`src/rsfg_pkg.sv`:
```
/*
  Package for the reset-source recorder and flash write guard: register
  offsets, field positions, reset values, timing constants, carriers and
  state encodings. Assumes a single 125 MHz system clock.
*/
// Operation
// - Watchdog enabled after reset, clock divided by twelve
// - Watchdog expiry resets and sets bit 3
// - Flash write above lock address causes error reset
// - Code read above lock address causes error reset
// - Branch above lock address causes error reset
// - Access forbidden by security causes error reset
// - Write or erase without high supply monitor errors
// - Flash error reset sets bit 6
// - Writing 1 to bit 4 forces reset
// - Bit 5 enables comparator reset, shows cause
// - Bit 2 enables clock detector, shows cause
// - Bit 1 set by power-on, selects monitor
// - Bit 0 set only by pin reset
// - Write only clears bits; erase fills page
// - Operations self-timed, code stalled until done
// - Keys 0xA5 then 0xF1 unlock one operation
// - Bad key or early operation locks until reset
// - Relock after every completed write or erase
// - Write enable steers data writes, held until cleared
// - One data write with both enables erases page
// - Short-address writes never reach flash above 0x00FF
package rsfg_pkg;
  localparam logic [7:0] RST_CAUSE_ADDR = 8'hEF;
  localparam logic [7:0] PS_CTRL_ADDR = 8'hB6;
  localparam logic [7:0] FL_KEY_ADDR = 8'hB5;
  localparam int BIT_CMP = 5;
  localparam int BIT_SW = 4;
  localparam int BIT_MCD = 2;
  localparam int BIT_POR = 1;
  localparam int BIT_WR_EN = 0;
  localparam int BIT_ERASE_EN = 1;
  localparam logic [7:0] KEY_FIRST = 8'hA5;
  localparam logic [7:0] KEY_SECOND = 8'hF1;
  localparam logic [7:0] ERASED_BYTE = 8'hFF;
  localparam logic [7:0] SHORT_HIGH = 8'h00;
  localparam int PAGE_BITS = 9;
  localparam int WD_DIV = 12;
  localparam int WD_LIMIT = 256;
  localparam logic [4:0] RST_HOLD = 5'h10;
  localparam logic [3:0] SYNC_RESET = 4'h1;
  localparam int CLK_PERIOD_NS = 8;
  localparam int WRITE_TIME_NS = 40000;
  localparam int ERASE_TIME_NS = 20000000;
  localparam int WRITE_CYCLES = (WRITE_TIME_NS + CLK_PERIOD_NS - 1) /
                                CLK_PERIOD_NS;
  localparam int ERASE_CYCLES = (ERASE_TIME_NS + CLK_PERIOD_NS - 1) /
                                CLK_PERIOD_NS;
  typedef struct packed {
    logic ferr;
    logic cmp;
    logic sw;
    logic wdog;
    logic mcd;
    logic por;
    logic pin;
  } rsfg_cause_s;
  localparam rsfg_cause_s CAUSE_POR = 7'h02;
  typedef struct packed {
    logic wr;
    logic rd;
    logic [7:0] addr;
    logic [7:0] wdata;
  } rsfg_sfr_s;
  typedef struct packed {
    logic write;
    logic erase;
    logic [15:0] addr;
    logic [7:0] data;
  } rsfg_fl_cmd_s;
  typedef enum logic [1:0] {
    KEY_IDLE = 2'b00,
    KEY_ONE = 2'b01,
    KEY_OPEN = 2'b10,
    KEY_DEAD = 2'b11
  } rsfg_key_e;
  typedef enum logic [1:0] {
    OP_IDLE = 2'b00,
    OP_FETCH = 2'b01,
    OP_PROG = 2'b10,
    OP_ERASE = 2'b11
  } rsfg_op_e;
endpackage : rsfg_pkg

```
`src/rsfg_watchdog.sv`:
```
/*
  Counter-array watchdog in its default mode: system clock divided by
  twelve, expires after LIMIT ticks without a kick. Assumes clear comes
  from the system reset logic on the same clock.
*/
`timescale 1ns/1ps
module rsfg_watchdog import rsfg_pkg::*; #(
  parameter int LIMIT = WD_LIMIT
) (
  input wire logic ref_clk,
  input wire logic reset_n,
  input wire logic clear,
  input wire logic kick,
  input wire logic disable_wd,
  output logic expire
);
  logic [3:0] pre;
  logic [$clog2(LIMIT)-1:0] cnt;
  logic tick;

  // Divide by twelve from any reset onward
  assign tick = (pre == 4'(WD_DIV - 1));

  // Prescaler
  always_ff @(posedge ref_clk or negedge reset_n) begin
    if (!reset_n) begin
      pre <= '0;
    end else if (clear || tick) begin
      pre <= '0;
    end else begin
      pre <= pre + 4'h1;
    end
  end

  // Tick counter and one-cycle expiry pulse
  always_ff @(posedge ref_clk or negedge reset_n) begin
    if (!reset_n) begin
      cnt <= '0;
      expire <= 1'b0;
    end else begin
      expire <= 1'b0;
      if (clear || kick || disable_wd) begin
        cnt <= '0;
      end else if (tick) begin
        if (cnt == ($clog2(LIMIT))'(LIMIT - 1)) begin
          cnt <= '0;
          expire <= 1'b1;
        end else begin
          cnt <= cnt + 1'b1;
        end
      end
    end
  end
endmodule : rsfg_watchdog

```
`src/rsfg_op_timer.sv`:
```
/*
  Down counter that times one flash write or erase. Assumes start is a
  single-cycle pulse and load is at least one.
*/
`timescale 1ns/1ps
module rsfg_op_timer #(
  parameter int W = 22
) (
  input wire logic ref_clk,
  input wire logic reset_n,
  input wire logic start,
  input wire logic [W-1:0] load,
  output logic done
);
  logic [W-1:0] cnt;
  logic run;

  // Count load cycles after start, then pulse done
  always_ff @(posedge ref_clk or negedge reset_n) begin
    if (!reset_n) begin
      cnt <= '0;
      run <= 1'b0;
      done <= 1'b0;
    end else begin
      done <= 1'b0;
      if (start) begin
        cnt <= load - 1'b1;
        run <= 1'b1;
      end else if (run) begin
        if (cnt == '0) begin
          run <= 1'b0;
          done <= 1'b1;
        end else begin
          cnt <= cnt - 1'b1;
        end
      end
    end
  end
endmodule : rsfg_op_timer

```
`src/rsfg_guard.sv`:
```
/*
  Reset-source register and flash write/erase guard. Records the cause
  of each system reset, drives the system reset, decodes the reset
  source, flash key and program store control registers, and sequences
  self-timed flash byte writes and page erases. Assumes reset_n is the
  power-on reset, the flash array answers a read one cycle after its
  address, and the reset pin is only ever an input here.
*/
`timescale 1ns/1ps
module rsfg_guard import rsfg_pkg::*; #(
  parameter int WRITE_CNT = WRITE_CYCLES,
  parameter int ERASE_CNT = ERASE_CYCLES,
  parameter int WD_TICKS = WD_LIMIT,
  parameter int TMR_W = 22
) (
  input wire logic ref_clk,
  input wire logic reset_n,
  input wire rsfg_sfr_s sfr_req,
  output logic [7:0] sfr_rdata,
  input wire logic xwr_valid,
  input wire logic [15:0] xwr_addr,
  input wire logic [7:0] xwr_data,
  input wire logic xwr_short,
  input wire logic code_rd_valid,
  input wire logic [15:0] code_rd_addr,
  input wire logic branch_valid,
  input wire logic [15:0] branch_addr,
  input wire logic [15:0] exec_addr,
  input wire logic [15:0] lock_byte_addr,
  input wire logic [7:0] lock_byte,
  input wire logic wd_kick,
  input wire logic wd_disable,
  input wire logic supply_monitor_enable,
  input wire logic supply_monitor_level,
  input wire logic supply_trip,
  input wire logic rst_pin_n,
  input wire logic mcd_timeout,
  input wire logic comparator_low,
  input wire logic [7:0] fl_rdata,
  output rsfg_fl_cmd_s fl_cmd,
  output logic cpu_stall,
  output logic sys_reset
);
  logic [3:0] sync1, sync2;
  rsfg_cause_s reset_flags, src, next_flags;
  logic event_any, cmp_en, mcd_en, vdd_src_en, ps_wr_en, ps_erase_en;
  logic [4:0] hold_cnt;
  rsfg_key_e key_state;
  rsfg_op_e op_state;
  logic [7:0] wdata_hold;
  logic live, rst_wr, ps_wr, key_wr, short_block, fl_attempt, ferr_src;
  logic op_go, wd_expire, tmr_start, tmr_done;
  logic [TMR_W-1:0] tmr_load;

  // Page lies in the secured region set by the lock byte
  function automatic logic is_locked(input logic [15:0] a,
                                     input logic [15:0] lb_addr,
                                     input logic [7:0] lb);
    logic [7:0] n;
    logic [7:0] page;
    n = ~lb;
    page = {1'b0, a[15:PAGE_BITS]};
    return (page < n) ||
           ((n != 8'h00) && (a[15:PAGE_BITS] == lb_addr[15:PAGE_BITS]));
  endfunction : is_locked
  // Two-flop synchronisers for pin and analog reset sources
  always_ff @(posedge ref_clk or negedge reset_n) begin
    if (!reset_n) begin
      sync1 <= SYNC_RESET;
      sync2 <= SYNC_RESET;
    end else begin
      sync1 <= {supply_trip, comparator_low, mcd_timeout, rst_pin_n};
      sync2 <= sync1;
    end
  end

  // Writes, code reads and branches are accepted only outside reset and flash operations; register reads always
  assign live = !sys_reset && (op_state == OP_IDLE);
  assign rst_wr = live && sfr_req.wr && (sfr_req.addr == RST_CAUSE_ADDR);
  assign ps_wr = live && sfr_req.wr && (sfr_req.addr == PS_CTRL_ADDR);
  assign key_wr = live && sfr_req.wr && (sfr_req.addr == FL_KEY_ADDR);
  // Short-address writes above the first 256 bytes never reach flash
  assign short_block = xwr_short && (xwr_addr[15:8] != SHORT_HIGH);
  // Data write steered to flash while write enable is set
  assign fl_attempt = live && xwr_valid && ps_wr_en && !short_block;
  // Flash error sources
  always_comb begin
    ferr_src = 1'b0;
    if (fl_attempt && (xwr_addr > lock_byte_addr)) begin
      ferr_src = 1'b1;
    end
    if (live && code_rd_valid && (code_rd_addr > lock_byte_addr)) begin
      ferr_src = 1'b1;
    end
    if (live && branch_valid && (branch_addr > lock_byte_addr)) begin
      ferr_src = 1'b1;
    end
    if (!is_locked(exec_addr, lock_byte_addr, lock_byte)) begin
      if (fl_attempt && is_locked(xwr_addr, lock_byte_addr, lock_byte)) begin
        ferr_src = 1'b1;
      end
      if (live && code_rd_valid &&
          is_locked(code_rd_addr, lock_byte_addr, lock_byte)) begin
        ferr_src = 1'b1;
      end
    end
    if (fl_attempt && !(supply_monitor_enable && supply_monitor_level)) begin
      ferr_src = 1'b1;
    end
  end

  // Collect every reset source of this cycle
  always_comb begin
    src = '0;
    src.pin = !sync2[0];
    src.por = vdd_src_en && sync2[3];
    src.mcd = mcd_en && sync2[1];
    src.wdog = wd_expire;
    src.ferr = ferr_src;
    src.cmp = cmp_en && sync2[2];
    src.sw = rst_wr && sfr_req.wdata[BIT_SW];
  end
  assign event_any = |src;
  // One cause recorded; pin wins, then monitor, clock, watchdog, flash
  always_comb begin
    next_flags = '0;
    if (src.pin) begin
      next_flags.pin = 1'b1;
    end else if (src.por) begin
      next_flags.por = 1'b1;
    end else if (src.mcd) begin
      next_flags.mcd = 1'b1;
    end else if (src.wdog) begin
      next_flags.wdog = 1'b1;
    end else if (src.ferr) begin
      next_flags.ferr = 1'b1;
    end else if (src.cmp) begin
      next_flags.cmp = 1'b1;
    end else begin
      next_flags.sw = src.sw;
    end
  end

  // Cause flags; power-on sets bit 1, software writes change them only by forcing a bit 4 reset
  always_ff @(posedge ref_clk or negedge reset_n) begin
    if (!reset_n) begin
      reset_flags <= CAUSE_POR;
    end else if (event_any) begin
      reset_flags <= next_flags;
    end
  end

  // System reset output, held for a fixed time after the last source
  always_ff @(posedge ref_clk or negedge reset_n) begin
    if (!reset_n) begin
      sys_reset <= 1'b1;
      hold_cnt <= RST_HOLD;
    end else if (event_any) begin
      sys_reset <= 1'b1;
      hold_cnt <= RST_HOLD;
    end else if (hold_cnt != 5'h00) begin
      hold_cnt <= hold_cnt - 5'h01;
      sys_reset <= (hold_cnt != 5'h01);
    end
  end

  // Reset source enables; monitor selection survives system resets
  always_ff @(posedge ref_clk or negedge reset_n) begin
    if (!reset_n) begin
      cmp_en <= 1'b0;
      mcd_en <= 1'b0;
      vdd_src_en <= 1'b1;
    end else if (event_any) begin
      cmp_en <= 1'b0;
      mcd_en <= 1'b0;
    end else if (rst_wr) begin
      cmp_en <= sfr_req.wdata[BIT_CMP];
      mcd_en <= sfr_req.wdata[BIT_MCD];
      vdd_src_en <= sfr_req.wdata[BIT_POR];
    end
  end

  // Program store enables, held until software or a reset clears them
  always_ff @(posedge ref_clk or negedge reset_n) begin
    if (!reset_n) begin
      ps_wr_en <= 1'b0;
      ps_erase_en <= 1'b0;
    end else if (event_any) begin
      ps_wr_en <= 1'b0;
      ps_erase_en <= 1'b0;
    end else if (ps_wr) begin
      ps_wr_en <= sfr_req.wdata[BIT_WR_EN];
      ps_erase_en <= sfr_req.wdata[BIT_ERASE_EN];
    end
  end

  // An operation is started only with the keys open and no error
  assign op_go = fl_attempt && (key_state == KEY_OPEN) && !event_any;
  // Key sequence: first, second, one operation, then relock
  always_ff @(posedge ref_clk or negedge reset_n) begin
    if (!reset_n) begin
      key_state <= KEY_IDLE;
    end else if (event_any) begin
      key_state <= KEY_IDLE;
    end else begin
      unique case (key_state)
        KEY_IDLE: begin
          if (key_wr) begin
            key_state <= (sfr_req.wdata == KEY_FIRST) ? KEY_ONE
                                                      : KEY_DEAD;
          end else if (fl_attempt) begin
            key_state <= KEY_DEAD;
          end
        end
        KEY_ONE: begin
          if (key_wr) begin
            key_state <= (sfr_req.wdata == KEY_SECOND) ? KEY_OPEN
                                                       : KEY_DEAD;
          end else if (fl_attempt) begin
            key_state <= KEY_DEAD;
          end
        end
        KEY_OPEN: begin
          if (op_go) begin
            key_state <= KEY_IDLE;
          end else if (key_wr) begin
            key_state <= KEY_DEAD;
          end
        end
        KEY_DEAD: begin
          key_state <= KEY_DEAD;
        end
      endcase
    end
  end

  // Flash operation sequencer and array command
  always_ff @(posedge ref_clk or negedge reset_n) begin
    if (!reset_n) begin
      op_state <= OP_IDLE;
      fl_cmd <= '0;
      wdata_hold <= '0;
    end else begin
      unique case (op_state)
        OP_IDLE: begin
          if (op_go && ps_erase_en) begin
            op_state <= OP_ERASE;
            fl_cmd.erase <= 1'b1;
            fl_cmd.addr <= {xwr_addr[15:PAGE_BITS], {PAGE_BITS{1'b0}}};
            fl_cmd.data <= ERASED_BYTE;
          end else if (op_go) begin
            op_state <= OP_FETCH;
            fl_cmd.addr <= xwr_addr;
            wdata_hold <= xwr_data;
          end
        end
        OP_FETCH: begin
          op_state <= OP_PROG;
          fl_cmd.write <= 1'b1;
          fl_cmd.data <= fl_rdata & wdata_hold;
        end
        OP_PROG, OP_ERASE: begin
          if (tmr_done) begin
            op_state <= OP_IDLE;
            fl_cmd <= '0;
          end
        end
      endcase
    end
  end

  // Stall the core for the whole operation
  assign cpu_stall = (op_state != OP_IDLE);
  assign tmr_start = (op_state == OP_FETCH) || (op_go && ps_erase_en);
  assign tmr_load = (op_state == OP_FETCH) ? TMR_W'(WRITE_CNT)
                                           : TMR_W'(ERASE_CNT);
  rsfg_op_timer #(
    .W(TMR_W)
  ) u_timer (
    .ref_clk(ref_clk),
    .reset_n(reset_n),
    .start(tmr_start),
    .load(tmr_load),
    .done(tmr_done)
  );
  rsfg_watchdog #(
    .LIMIT(WD_TICKS)
  ) u_watchdog (
    .ref_clk(ref_clk),
    .reset_n(reset_n),
    .clear(event_any),
    .kick(wd_kick),
    .disable_wd(wd_disable),
    .expire(wd_expire)
  );

  // Register read port, one cycle latency, unmapped reads give zero
  always_ff @(posedge ref_clk or negedge reset_n) begin
    if (!reset_n) begin
      sfr_rdata <= '0;
    end else if (sfr_req.rd) begin
      if (sfr_req.addr == RST_CAUSE_ADDR) begin
        sfr_rdata <= {1'b1, reset_flags};
      end else if (sfr_req.addr == PS_CTRL_ADDR) begin
        sfr_rdata <= {6'h00, ps_erase_en, ps_wr_en};
      end else if (sfr_req.addr == FL_KEY_ADDR) begin
        sfr_rdata <= {6'h00, key_state};
      end else begin
        sfr_rdata <= 8'h00;
      end
    end
  end
endmodule : rsfg_guard

```
`config.mk`:
```
export PLATFORM = sky130hd
export DESIGN_NAME = rsfg_guard
export DESIGN_NICKNAME = d
export VERILOG_FILES = /design/src/rsfg_pkg.sv /design/src/rsfg_watchdog.sv /design/src/rsfg_op_timer.sv /design/src/rsfg_guard.sv
export SDC_FILE = /design/constraint.sdc
export NUM_CORES = 1
export LEC_CHECK = 0
export BUFFER_PORTS_ARGS = -buffer_cell sky130_fd_sc_hd__buf_2
export CAP_MARGIN = 20
export CORE_UTILIZATION = 45
export CTS_CLUSTER_DIAMETER = 100
export DETAILED_ROUTE_END_ITERATION = 7
export PLACE_DENSITY_LB_ADDON = 0.1
export SLEW_MARGIN = 20
export SYNTH_ARGS = -nofsm -noshare
export SYNTH_HDL_FRONTEND = slang
export SYNTH_SLANG_ARGS = --single-unit
```
`constraint.sdc`:
```
create_clock -name ref_clk -period 4.6 [get_ports ref_clk]
set_clock_uncertainty 0.15 [all_clocks]
set_input_delay 1.15 -clock ref_clk [delete_from_list [all_inputs] [get_ports ref_clk]]
set_output_delay 1.15 -clock ref_clk [all_outputs]
set_load 0.05 [all_outputs]
```
After elaboration in Yosys (flattened, before gate mapping)
Cells that the tools add are included.
{"block": "op_classes", "n_addsub": 5, "n_lt_le_gt_ge": 6, "n_eq_ne": 22, "n_mux": 72, "bitwise": 4, "reduce_logical": 64}
{"cell": "$mux W22", "count": 4}
{"cell": "$eq A8 B8 Y1 const B", "count": 6}
{"cell": "$gt A16 B16 Y1", "count": 3}
{"cell": "$sub A22 B1 Y22 const B", "count": 2}
{"cell": "$mux W8", "count": 5}
{"cell": "$mux W1", "count": 35}
{"cell": "$pmux W17 S2", "count": 1}
{"cell": "$mux W16", "count": 2}
{"cell": "$logic_and A1 B1 Y1", "count": 28}
{"cell": "$mux W2", "count": 13}
{"cell": "$mux W26", "count": 1}
{"cell": "$lt A7 B8 Y1", "count": 3}
{"cell": "$pmux W8 S3", "count": 1}
{"cell": "$logic_not A22 Y1", "count": 1}
{"cell": "$eq A7 B7 Y1", "count": 3}
{"cell": "$reduce_bool A2 Y1", "count": 8}
{"cell": "$reduce_bool A8 Y1", "count": 2}
{"cell": "$mux W5", "count": 3}
{"cell": "$reduce_and A2 Y1", "count": 5}
{"cell": "$reduce_and A3 Y1", "count": 3}
{"cell": "$add A8 B1 Y8 const B", "count": 1}
{"cell": "$and A8 B8 Y8", "count": 1}
{"cell": "$eq A2 B2 Y1 const B", "count": 4}
{"cell": "$mux W4", "count": 2}
{"cell": "22 further kinds", "count": 36}
{"block": "totals", "register_bits": 109, "input_bits": 136, "elab_cells": 203}

Logic depth before layout (Yosys ltp)
Gate-level depths: netlist (run 1).
{"block": "depth", "depth_word": 20, "depth_mapped": 16, "mapped_depth_nobuf": 16}

By module
Synthesis (run 1) repeated with hierarchy kept, for this count alone.
{"block": "hier_totals", "hier_cells": 836, "hier_area_um2": 7611.0}
{"module": "rsfg_guard", "n_inst": 1, "cells_per_inst": 532, "area_per_inst_um2": 4929.7, "seq_area_each_um2": 1809.2}
{"module": "rsfg_op_timer", "n_inst": 1, "cells_per_inst": 239, "area_per_inst_um2": 2011.9, "seq_area_each_um2": 600.6}
{"module": "rsfg_watchdog", "n_inst": 1, "cells_per_inst": 65, "area_per_inst_um2": 669.4, "seq_area_each_um2": 325.3}

Worst setup path before layout (run 1)
Ideal clock, no wire load.
{"block": "synth_path", "kind": "input to register", "from": "in lock_byte_addr[11]", "to": "reg u_timer.cnt[18]", "setup_time_ps": 77, "arrival_ps": 3964, "setup_slack_ps": 409, "stages": 15, "path_buffers": 0, "path_cell_list": "inv_1 ha_1 and3_1 a221oi_1 nor2b_1 a211o_1 a21oi_1 and4_4 nor2_2 nand2_1 ha_1 nand2_1 or3_1 xor2_1 a21oi_1"}
{"block": "synth_via", "elab_chain_len": 16}
{"element": "from (decl)", "line_no": "rsfg_guard.sv:29", "text": "input wire logic [15:0] lock_byte_addr,"}
{"element": "$gt A16 B16 Y1", "line_no": "rsfg_guard.sv:89", "text": "if (fl_attempt && (xwr_addr > lock_byte_addr)) begin"}
{"element": "$logic_and A1 B1 Y1", "line_no": "rsfg_guard.sv:89"}
{"element": "$mux W1", "line_no": "rsfg_guard.sv:89"}
{"element": "$mux W1", "line_no": "rsfg_guard.sv:92", "text": "if (live && code_rd_valid && (code_rd_addr > lock_byte_addr)) begin"}
{"element": "$mux W1", "line_no": "rsfg_guard.sv:95", "text": "if (live && branch_valid && (branch_addr > lock_byte_addr)) begin"}
{"element": "$mux W1", "line_no": "rsfg_guard.sv:99", "text": "if (fl_attempt && is_locked(xwr_addr, lock_byte_addr, lock_byte)) begin"}
{"element": "$mux W1", "line_no": "rsfg_guard.sv:102", "text": "if (live && code_rd_valid &&"}
{"element": "$mux W1 *", "line_no": "rsfg_guard.sv:98", "text": "if (!is_locked(exec_addr, lock_byte_addr, lock_byte)) begin"}
{"element": "$mux W1 *", "line_no": "rsfg_guard.sv:107", "text": "if (fl_attempt && !(supply_monitor_enable && supply_monitor_level)) begin"}
{"element": "$reduce_or A7 Y1 *", "line_no": "rsfg_guard.sv:123", "text": "assign event_any = |src;"}
{"element": "$logic_not A1 Y1 *", "line_no": "rsfg_guard.sv:198", "text": "assign op_go = fl_attempt && (key_state == KEY_OPEN) && !event_any;"}
{"element": "$logic_and A1 B1 Y1 *", "line_no": "rsfg_guard.sv:198"}
{"element": "$logic_and A1 B1 Y1 *", "line_no": "rsfg_guard.sv:274", "text": "assign tmr_start = (op_state == OP_FETCH) || (op_go && ps_erase_en);"}
{"element": "$logic_or A1 B1 Y1 *", "line_no": "rsfg_guard.sv:274"}
{"element": "$ne A2 B2 Y1 (no source line) / $reduce_bool A2 Y1 (equally long branches)"}
{"element": "$reduce_and A2 Y1 (no source line)"}
{"element": "to (signal assigned)", "line_no": "rsfg_op_timer.sv:27", "text": "cnt <= load - 1'b1;"}
{"element": "to (signal assigned)", "line_no": "rsfg_op_timer.sv:34", "text": "cnt <= cnt - 1'b1;"}
{"element": "to (decl)", "line_no": "rsfg_op_timer.sv:15", "text": "logic [W-1:0] cnt;"}
Mark *: on every way between the ends. The rest lies on a longest branch, timed or not.
A chain may end at the register's enable or synchronous reset.

Worst setup path in the final report (run 1)
{"block": "layout_path", "from": "in xwr_addr[9]", "to": "reg u_timer.cnt[18]"}
{"block": "layout_via", "elab_chain_len": 19}
{"element": "from (decl)", "line_no": "rsfg_guard.sv:21", "text": "input wire logic [15:0] xwr_addr,"}
{"element": "branches (longest 14 deep; another with $gt A16 B16 Y1)"}
{"element": "$logic_and A1 B1 Y1 *", "line_no": "rsfg_guard.sv:198"}
{"element": "$logic_and A1 B1 Y1 *", "line_no": "rsfg_guard.sv:274"}
{"element": "$logic_or A1 B1 Y1 *", "line_no": "rsfg_guard.sv:274"}
{"element": "$ne A2 B2 Y1 (no source line) / $reduce_bool A2 Y1 (equally long branches)"}
{"element": "$reduce_and A2 Y1 (no source line)"}
Mark *: on every way between the ends.

==> reports/results.ini, run 1 <==
[pwr]
power.density_nw_per_um2=269
clkPwrFrac=0.375
switching_share=0.264
seq_power_share=0.467
leakage_nw=4.00
power.internal_w=0.00160
ir_drop_v=0.000208
comb_power_share=0.159
power_switching_w=0.000573

[cells_and_area]
diodes=0
syn_to_final_growth_pct=20.1
drive_gt1_frac=0.252
nets=1071

[detailed_routing]
via_count=5882
route.detailed.drc=0
vias_per_cell=5.59
drt_iter0_drc=235
wl_per_cell_um=16.4
wirelength_mm=17.2
ant_nets=0
first_pass_iters=6

[global_routing]
grt_max_degree=47
grt_pass1_vias=5879
grt_use_total=0.237
grt_pass1_wl_mm=28.3
antenna_found_initial=0
grt_overflow=0

[critical_path]
criticalPathCategory=input pin to flop
cp_common_cell=nand2_1
cp.arrival_ns=4.25
crit_buf_inv=1
cp_slowest_cell=or4_1
worstPathRequired_ns=4.64
cpPeakStageDelay_ns=0.55
crit_family=simple AND/OR/NAND/NOR gates
crit_path_start_kind=input pin
path_max_fanout=7
worstPathCellList=buf_2 > or4_1 > o21ai_1 > nand4_2 > nor3b_1 > and4_1 > and4_4 > nor2_2 > nand2_1 > ha_1 > nand2_1 > or3_1 > xor2_1 > a21oi_1
crit_path_end_kind=flop

[place]
gp_congestion=0.849
dp_hpwl_mm=13.7
io_buffers=162
detailedPlace.worstSlack_ns=-0.0159

[clock_network]
htree_levels=3
postCtsHoldBufs=0
root_buffer=clkbuf_16
clk_path_buf_depth=2
cts_tree=built
cts.sinks=109
clk_latency_ns=0.35
cts.reportedPaths.clkPinSlew_ns=0.07
post_cts_resized=0
post_cts_buffers=0
cts_inserted_buffers=9

[synthesis]
ys.flop_type=dfrtp_1
postSynthAreaPerCell_um2=9.64
ys_ff_latch=109
yosys_warnings=0
async_flop_share=1.00
synth_edf_count=0
synth_area_um2=6720
synth_nets=905
yosysSeqAreaShare=0.407
syn_inst=697
synth_cell_type_count=64

[timing]
finalSetupViolations=0
slew_headroom=0.421
worst_pin_slew_ns=0.856
worst_slack_ns=0.386
finalCritPeriodShare=0.916
fmax_ghz=0.237
rsz0062_at_grt=false
drv_slew=0
holdWs_ns=0.206
min_period_ns=4.21
setup_tns_ns=0
hold_viol=0

[floorplan]
dieWidth_um=124
io_pins=172
die_y_um=124
start_util=0.462
dieArea_um2=15400
coreArea_um2=14500
num_rows=44

[min_path]
hp-class=flop to flop

[run_status]
status=finished, final reports clean

[run]
max_cap_violations=0

-- cell usage after synthesis, types with 5 or more instances --
| library cell | instances | share of area |
|---|---|---|
| a21o_1 | 7 | 0.0078 |
| a21oi_1 | 60 | 0.045 |
| and3_1 | 7 | 0.0065 |
| and4_1 | 7 | 0.0091 |
| buf_2 | 5 | 0.0037 |
| clkbuf_1 | 8 | 0.0045 |
| dfrtp_1 | 103 | 0.38 |
| dfstp_2 | 6 | 0.023 |
| ha_1 | 72 | 0.13 |
| inv_1 | 41 | 0.023 |
| mux2_4 | 8 | 0.018 |
| mux2i_1 | 5 | 0.0074 |
| nand2_1 | 46 | 0.026 |
| nand2b_1 | 20 | 0.019 |
| nand3_1 | 39 | 0.029 |
| nand4_1 | 16 | 0.015 |
| nor2_1 | 39 | 0.022 |
| nor2b_1 | 9 | 0.0084 |
| nor3_1 | 26 | 0.019 |
| nor4_1 | 11 | 0.010 |
| o211ai_1 | 7 | 0.0078 |
| o21ai_0 | 41 | 0.031 |
| o31a_1 | 8 | 0.010 |
| or3_1 | 6 | 0.0056 |
| xnor2_1 | 20 | 0.026 |
| xor2_1 | 10 | 0.013 |
-- metal layers --
| metal | track usage | routed length (um) | share of wire |
|---|---|---|---|
| met5 | 0 | 0 | 0 |
| met4 | 0.0640 | 355 | 0.021 |
| met3 | 0.0449 | 749 | 0.043 |
| met2 | 0.403 | 8220 | 0.48 |
| met1 | 0.306 | 7900 | 0.46 |
-- flip-flops by register name (all words and copies together), names as in the netlist --
signal             count
u_timer.cnt           22
u_timer.run            1
key_state              2
sys_reset              1
hold_cnt               5
ps_wr_en               1
fl_cmd                26
u_timer.done           1
u_watchdog.cnt         8
sync1                  4
ps_erase_en            1
mcd_en                 1
cmp_en                 1
u_watchdog.pre         4
sfr_rdata              8
reset_flags            7
wdata_hold             8
sync2                  4
op_state               2
u_watchdog.expire      1
vdd_src_en             1
-- layout by cell type (no fill, tap or decap), drive strengths merged, types with 3 or more instances in the layout --
cell       n
a21oi     60
nor3      26
clkbuf    11
buf      174
ha        72
a22oi      4
nor4b      4
xor2      10
nand3     39
or3        6
dfstp      6
nor2b      9
dfrtp    103
nand2     47
and3       7
nor3b      3
nor4      11
nand2b    20
inv       43
or4        4
a21o       7
nand3b     3
xnor2     20
a2111oi    3
nand4     19
mux2i      5
mux2      10
o31a       8
o211ai     7
and4       8
a31oi      4
o21ai     43
o21a       3
o31ai      3
nor2      41
-- area by class of cell --
type                            instances  area, um2
Clock buffer                           11        253
Tap cell                              184        230
Timing Repair Buffer                  174        903
Inverter                               41        154
Fill cell                            1376       6460
Multi-Input combinational cell        528       3730
Clock inverter                          5       65.1
Sequential cell                       109       2740
-- power by group through the flow --
stage / Sequential (W) / Combinational [W] / Clock (W)
after CTS: 0.00101 / 0.000346 / 0.000832
after global routing: 0.00102 / 0.000397 / 0.000878
after detailed placement: 0.00103 / 0.000344 / 0
after global placement: 0.00103 / 0.000324 / 0
after floorplan: 0.00103 / 0.000191 / 0
final: 0.00101 / 0.000344 / 0.000813
-- path summary, 6_finish.rpt --
| check | cells past startpoint | slack [ns] | startpoint | end |
|---|---|---|---|---|
| max | 14 | 0.39 | xwr_addr[9] | u_timer.cnt[18]$_DFFE_PN0P_ |
| min | 0 | 0.21 | sync1[2]$_DFF_PN0_ | sync2[2]$_DFF_PN0_ |
| max reg2reg | 13 | 0.89 | op_state[1]$_DFFE_PN0P_ | u_timer.cnt[18]$_DFFE_PN0P_ |
| min reg2reg | 0 | 0.21 | sync1[2]$_DFF_PN0_ | sync2[2]$_DFF_PN0_ |
| max in group asynchronous | 2 | 2.73 | reset_n | sync2[0]$_DFF_PN1_ |
| min in group asynchronous | 1 | 0.65 | reset_n | fl_cmd[3]$_DFFE_PN0P_ |
-- logic make-up (layout without fill, tap and decap cells) --
kind of cell	count (synthesis)	count (layout)	share of synthesized area
DFF	109	109	0.407
muxes	15	15	0.0287
AOI/OAI and AO/OA	160	160	0.147
xor gates and xnor gates	30	30	0.0391
adders and majority gates	72	72	0.134
and+or+nand+nor	251	251	0.207
buffers and inverters	60	231	0.0378
-- metrics by stage --
step	instance area (um2)	cells	utilization	total power [W]
final	8070	1052	0.555	0.00217
after global routing	8070	1052	0.555	0.00229
after CTS	8070	1052	0.555	0.00219
after detailed placement	7750	1036	0.533	0.00137
after global placement	7750	1036	0.533	0.00135
after floorplan	6720	697	-	0.00122
Power figures use the tool's default switching activity.
==> inputs of run 2 (changes only) <==
PLACE_DENSITY = 0.7   (was unset)
PLACE_DENSITY_LB_ADDON = unset   (was 0.1)
==> run 2 against run 1 <==
Sequential share of layout area fell by 0.13 points. Routed wire length fell by 3.3%. First-iteration DRC count rose by 0.85%. Largest cell class unchanged. Count of clock-buffer cells in the layout fell by 2. Sequential cell count did not move. Setup slack improved by 0.078 ns. Non-clock buffer count rose by 4. Die area did not move. Combinational power fell by 2%. Critical path type unchanged. Clock power rose by 0.6%. Global-route usage fell by 0.97 points. Sequential power barely moved.
==> reports/results.ini, run 2 (same netlist as run 1, synthesis figures left out) <==
[cells_and_area]
syn_to_final_growth_pct=20.6
largest_reg_flops=26  ; unchanged
stdcell_area_um2=8100  ; +0.39%
fillers=1344  ; -2.3%
drive_gt1_frac=0.256  ; +0.00343
top_register=fl_cmd
layout_common_cells=buf_2, dfrtp_1, ha_1
nets=1075  ; +0.37%
reg.largest.list=fl_cmd (26), u_timer.cnt (22)
final_common_cell=buf_2

[critical_path]
cpPeakStageDelay_ns=0.39  ; -0.16 ns
path_max_fanout=7  ; unchanged
cp.arrival_ns=4.19  ; -0.06 ns
crit_family=simple AND/OR/NAND/NOR gates
crit_path_start_kind=input pin
cp_slowest_cell=or3_1
worst-path-stages=16  ; +2
crit_buf_inv=2  ; +1
crit_path_end_kind=flop
worstPathRequired_ns=4.66  ; +0.02 ns
r2r_cells=16  ; +3
criticalPathCategory=input pin to flop
worstPathCellList=buf_2 > inv_1 > ha_1 > and4_1 > and3_1 > a221oi_1 > a31oi_1 > a21oi_1 > and4_4 > nor2_2 > nand2_1 > ha_1 > nand2_1 > or3_1 > xor2_1 > a21oi_1

[clock_network]
clk_latency_ns=0.36  ; about the same
clk_path_buf_depth=2  ; unchanged
cts.reportedPaths.clkPinSlew_ns=0.08  ; about the same
cts_inserted_buffers=9  ; unchanged
post_cts_resized=0  ; unchanged
cts_tree=built
htree_levels=3  ; unchanged
postCtsHoldBufs=0  ; unchanged
cts.sinks=109  ; unchanged
post_cts_buffers=0  ; unchanged
root_buffer=clkbuf_16

[run]
max_cap_violations=0  ; unchanged

[floorplan]
coreArea_um2=14500  ; unchanged
num_rows=44  ; unchanged
dieArea_um2=15400  ; unchanged
dieWidth_um=124  ; unchanged
start_util=0.462  ; unchanged
die_y_um=124  ; unchanged
io_pins=172  ; unchanged

[global_routing]
grt_pass1_vias=5632  ; -4.2%
grt_use_total=0.227  ; -0.00972
grt_pass1_wl_mm=27.0  ; -4.5%
grt_max_degree=68  ; +45%
grt_overflow=0  ; unchanged
antenna_found_initial=2  ; +2

[detailed_routing]
first_pass_iters=6  ; unchanged
route.detailed.drc=0  ; unchanged
drt_iter0_drc=237  ; +0.85%
vias_per_cell=5.46  ; -2.4%
wl_per_cell_um=15.7  ; -4.0%
ant_nets=0  ; unchanged
wirelength_mm=16.7  ; -3.3%
via_count=5780  ; -1.7%

[timing]
fmax_ghz=0.242  ; +1.9%
setup_tns_ns=0  ; unchanged
rsz0062_at_grt=false
min_period_ns=4.14  ; -0.0776 ns
slew_headroom=0.443  ; +0.0223
finalSetupViolations=0  ; unchanged
drv_slew=0  ; unchanged
hold_viol=0  ; unchanged
worst_pin_slew_ns=0.823  ; -0.0330 ns
finalCritPeriodShare=0.899  ; -0.0169

[min_path]
holdPathStages=0  ; unchanged
hp-class=flop to flop

[pwr]
leakage_nw=4.01  ; +0.33%
ir_drop_v=0.000175  ; -16%
power.density_nw_per_um2=268  ; -0.44%

[place]
gp_congestion=0.888  ; +4.6%
dpl-instance-area_um2=7780  ; +0.39%
dp_hpwl_mm=13.1  ; -4.3%
io_buffers=162  ; unchanged

[run_status]
status=finished, final reports clean

==> run 2: changes by cell type in the layout (fill, tap and decap cells not counted), sizes merged <==
cell      change
buf           +4
diode         +3
inv           +3
clkbuf        -2
clkinv        -2
clkinvlp      +1
==> run 2: routing by layer <==
layer,track usage,vias to the layer above,routed length [um]
met4,0.0833,0,351
met5,0,-,0
li1,-,2886,-
met3,0.0458,26,827
met2,0.378,139,7860
met1,0.290,2729,7610
==> run 2: layout make-up <==
class	instances	area (um2)	share of cell area
Multi-Input combinational cell	528	3730	0.460
Sequential cell	109	2740	0.338
Timing Repair Buffer	178	933	0.115
Clock inverter	7	86.3	0.0107
Inverter	41	154	0.0190
Tap cell	184	230	0.0284
Clock buffer	9	225	0.0278
Antenna cell	3	7.51	0.000927
==> run 2: path summary, 6_finish.rpt <==
path	start	to	slack, ns
min in group asynchronous	reset_n	wdata_hold[1]$_DFFE_PN0P_	0.74
max in group asynchronous	reset_n	vdd_src_en$_DFFE_PN1P_	2.69
worst min-delay path	sync1[3]$_DFF_PN0_	sync2[3]$_DFF_PN0_	0.21
worst min register to register	sync1[3]$_DFF_PN0_	sync2[3]$_DFF_PN0_	0.21
worst max-delay path	lock_byte_addr[15]	u_timer.cnt[18]$_DFFE_PN0P_	0.46
worst max register to register	op_state[1]$_DFFE_PN0P_	u_timer.cnt[8]$_DFFE_PN0P_	0.88
==> run 2: where the power goes <==
part           total [W]  internal [W]  switching [W]
Sequential       0.00101      0.000988      0.0000232
Clock           0.000818      0.000436       0.000382
Combinational   0.000338      0.000149       0.000189
Total            0.00217       0.00157       0.000594
==> run 2: worst register-to-register path, delay by kind of cell, from the launching register on <==
family                     cells  cell delay (ns)
buffers and inverters          2             0.36
xor gates and xnor gates       1             0.16
and+or+nand+nor               11             2.10
AOI/OAI and AO/OA              1             0.10
DFF                            1             0.54
adders and majority gates      1             0.21
==> run 2: metrics by stage <==
stage | setup WS, ns | instances | util | hold slack, ns | power [W]
after floorplan | 0.409 | 697 | - | 0.181 | 0.00122
after global placement | 0.147 | 1040 | 0.535 | 0.183 | 0.00136
after detailed placement | 0.0826 | 1040 | 0.535 | 0.187 | 0.00137
after CTS | 0.472 | 1056 | 0.557 | 0.205 | 0.00218
after global routing | 0.202 | 1057 | 0.557 | 0.216 | 0.00227
final | 0.464 | 1059 | 0.557 | 0.206 | 0.00217
==> inputs of run 3 (changes only) <==
CORE_UTILIZATION = 40   (was 45)
PLACE_DENSITY = unset   (was 0.7)
==> run 3 against run 2 <==
Register-to-register slack improved by 0.03 ns. Power decreased by 0.79%. Sequential share of layout area decreased by 0.38 points. Clock power decreased by 2%. Final cell count increased by 3.9%. First-iteration DRC count increased by 5.9%. Critical endpoint is now u_timer.cnt[12]$_DFFE_PN0P_. Largest cell class unchanged.
==> reports/results.ini, run 3 (same netlist as run 1, synthesis figures left out) <==
[floorplan]
coreArea_um2=16500  ; +13%
die_y_um=132  ; +6.0%
io_pins=172  ; unchanged
dieArea_um2=17300  ; +12%
num_rows=47  ; +6.8%
dieWidth_um=132  ; +6.0%
start_util=0.408  ; -0.0542

[timing]
min_period_ns=4.09  ; -0.0437 ns
finalSetupViolations=0  ; unchanged
rsz0062_at_grt=false
hold_viol=0  ; unchanged
fmax_ghz=0.244  ; +1.1%
worst_pin_slew_ns=0.742  ; -0.0810 ns
drv_slew=0  ; unchanged
finalCritPeriodShare=0.890  ; -0.00949
setup_tns_ns=0  ; unchanged
worst_slack_ns=0.507  ; +0.0437 ns
holdWs_ns=0.202  ; -0.00393 ns
slew_headroom=0.498  ; +0.0548

[clock_network]
cts.sinks=109  ; unchanged
clk_latency_ns=0.35  ; about the same
cts.reportedPaths.clkPinSlew_ns=0.08  ; about the same
cts_inserted_buffers=9  ; unchanged
postCtsHoldBufs=0  ; unchanged
post_cts_buffers=0  ; unchanged
root_buffer=clkbuf_16
post_cts_resized=0  ; unchanged
htree_levels=3  ; unchanged
cts_tree=built
clk_path_buf_depth=2  ; unchanged

[detailed_routing]
wirelength_mm=16.7  ; +0.18%
vias_per_cell=5.16  ; -5.4%
route.detailed.drc=0  ; unchanged
wl_per_cell_um=15.2  ; -3.6%
ant_nets=0  ; unchanged
via_count=5681  ; -1.7%
first_pass_iters=5  ; -1
drt_iter0_drc=251  ; +5.9%

[global_routing]
grt_max_degree=110  ; +62%
grt_pass1_vias=5577  ; -0.98%
antenna_found_initial=1  ; -1
grt_use_total=0.201  ; -0.0256
grt_overflow=0  ; unchanged
grt_pass1_wl_mm=28.0  ; +3.8%

[min_path]
hp-class=flop to flop

[critical_path]
cpPeakStageDelay_ns=0.34  ; -0.05 ns
cp_common_cell=nand2_1
crit_family=simple AND/OR/NAND/NOR gates
cp_slowest_cell=a221oi_1
path_max_fanout=7  ; unchanged
worstPathRequired_ns=4.64  ; -0.02 ns
cp.arrival_ns=4.13  ; -0.06 ns
crit_path_end_kind=flop
worstPathCellList=buf_2 > inv_1 > ha_1 > and3_1 > and3_1 > a221oi_1 > a31oi_1 > a21oi_1 > and4_4 > nor2_2 > nand2_1 > ha_1 > nand2_1 > nor2_1 > nand2_1 > a21oi_1 > o21ai_0
crit_path_start_kind=input pin
criticalPathCategory=input pin to flop
crit_buf_inv=2  ; unchanged

[cells_and_area]
drive_gt1_frac=0.260  ; +0.00424
largest_reg_flops=26  ; unchanged
syn_to_final_growth_pct=22.0
nets=1080  ; +0.47%
final_common_cell=buf_2
layout_common_cells=buf_2, dfrtp_1, ha_1
top_register=fl_cmd
reg.largest.list=fl_cmd (26), u_timer.cnt (22)

[pwr]
leakage_nw=4.04  ; +0.63%
power_w=0.00215  ; -0.79%
power.density_nw_per_um2=262  ; -1.9%
ir_drop_v=0.000162  ; -7.3%

[run]
max_cap_violations=0  ; unchanged

[place]
detailedPlace.worstSlack_ns=0.107  ; +0.0242 ns
io_buffers=162  ; unchanged
dp_hpwl_mm=13.2  ; +1.1%
gp_congestion=0.866  ; -2.5%

[run_status]
status=finished, final reports clean

run 3: final cells by class:
class	count	area (um2)
multi-input cells	528	3730
clock inverters	6	70.1
inverters	41	154
well taps	220	275
repair buffers	183	983
flip-flops and latches	109	2740
clock buffers	10	239
fillers	1628	8270
diodes	3	7.51
run 3: routing by layer:
metal,part of all wire,up-vias,wire (um),track usage
met2,0.47,103,7790,0.324
met5,0,-,0,0
met3,0.043,23,724,0.0482
met1,0.47,2647,7850,0.270
li1,-,2908,-,-
met4,0.019,0,309,0.0556
run 3: through the flow:
step	utilization	cells	area (um2)
3_3_place_gp	0.478	1081	7880
2_1_floorplan	-	697	6720
6_report	0.498	1100	8190
3_5_place_dp	0.478	1081	7880
5_1_grt	0.497	1097	8190
4_1_cts	0.497	1097	8190
run 3: worst paths after layout:
path                                          from                          end  slack (ns)  depth (start not counted)
setup / recovery                lock_byte_addr[10]  u_timer.cnt[12]$_DFFE_PN0P_        0.51                         17
hold / removal                  sync1[1]$_DFF_PN0_           sync2[1]$_DFF_PN0_        0.20                          0
setup reg to reg           op_state[1]$_DFFE_PN0P_   u_timer.cnt[8]$_DFFE_PN0P_        0.91                         15
hold reg to reg                 sync1[1]$_DFF_PN0_           sync2[1]$_DFF_PN0_        0.20                          0
max in group asynchronous                  reset_n      hold_cnt[0]$_DFFE_PN0P_        3.13                          2
min in group asynchronous                  reset_n    wdata_hold[3]$_DFFE_PN0P_        0.71                          2
run 3: report_power, final:
part / internal, W / switching [W]
sequential: 0.000989 / 0.0000226
combinational: 0.000152 / 0.000186
clock: 0.000441 / 0.000361
total: 0.00158 / 0.000569
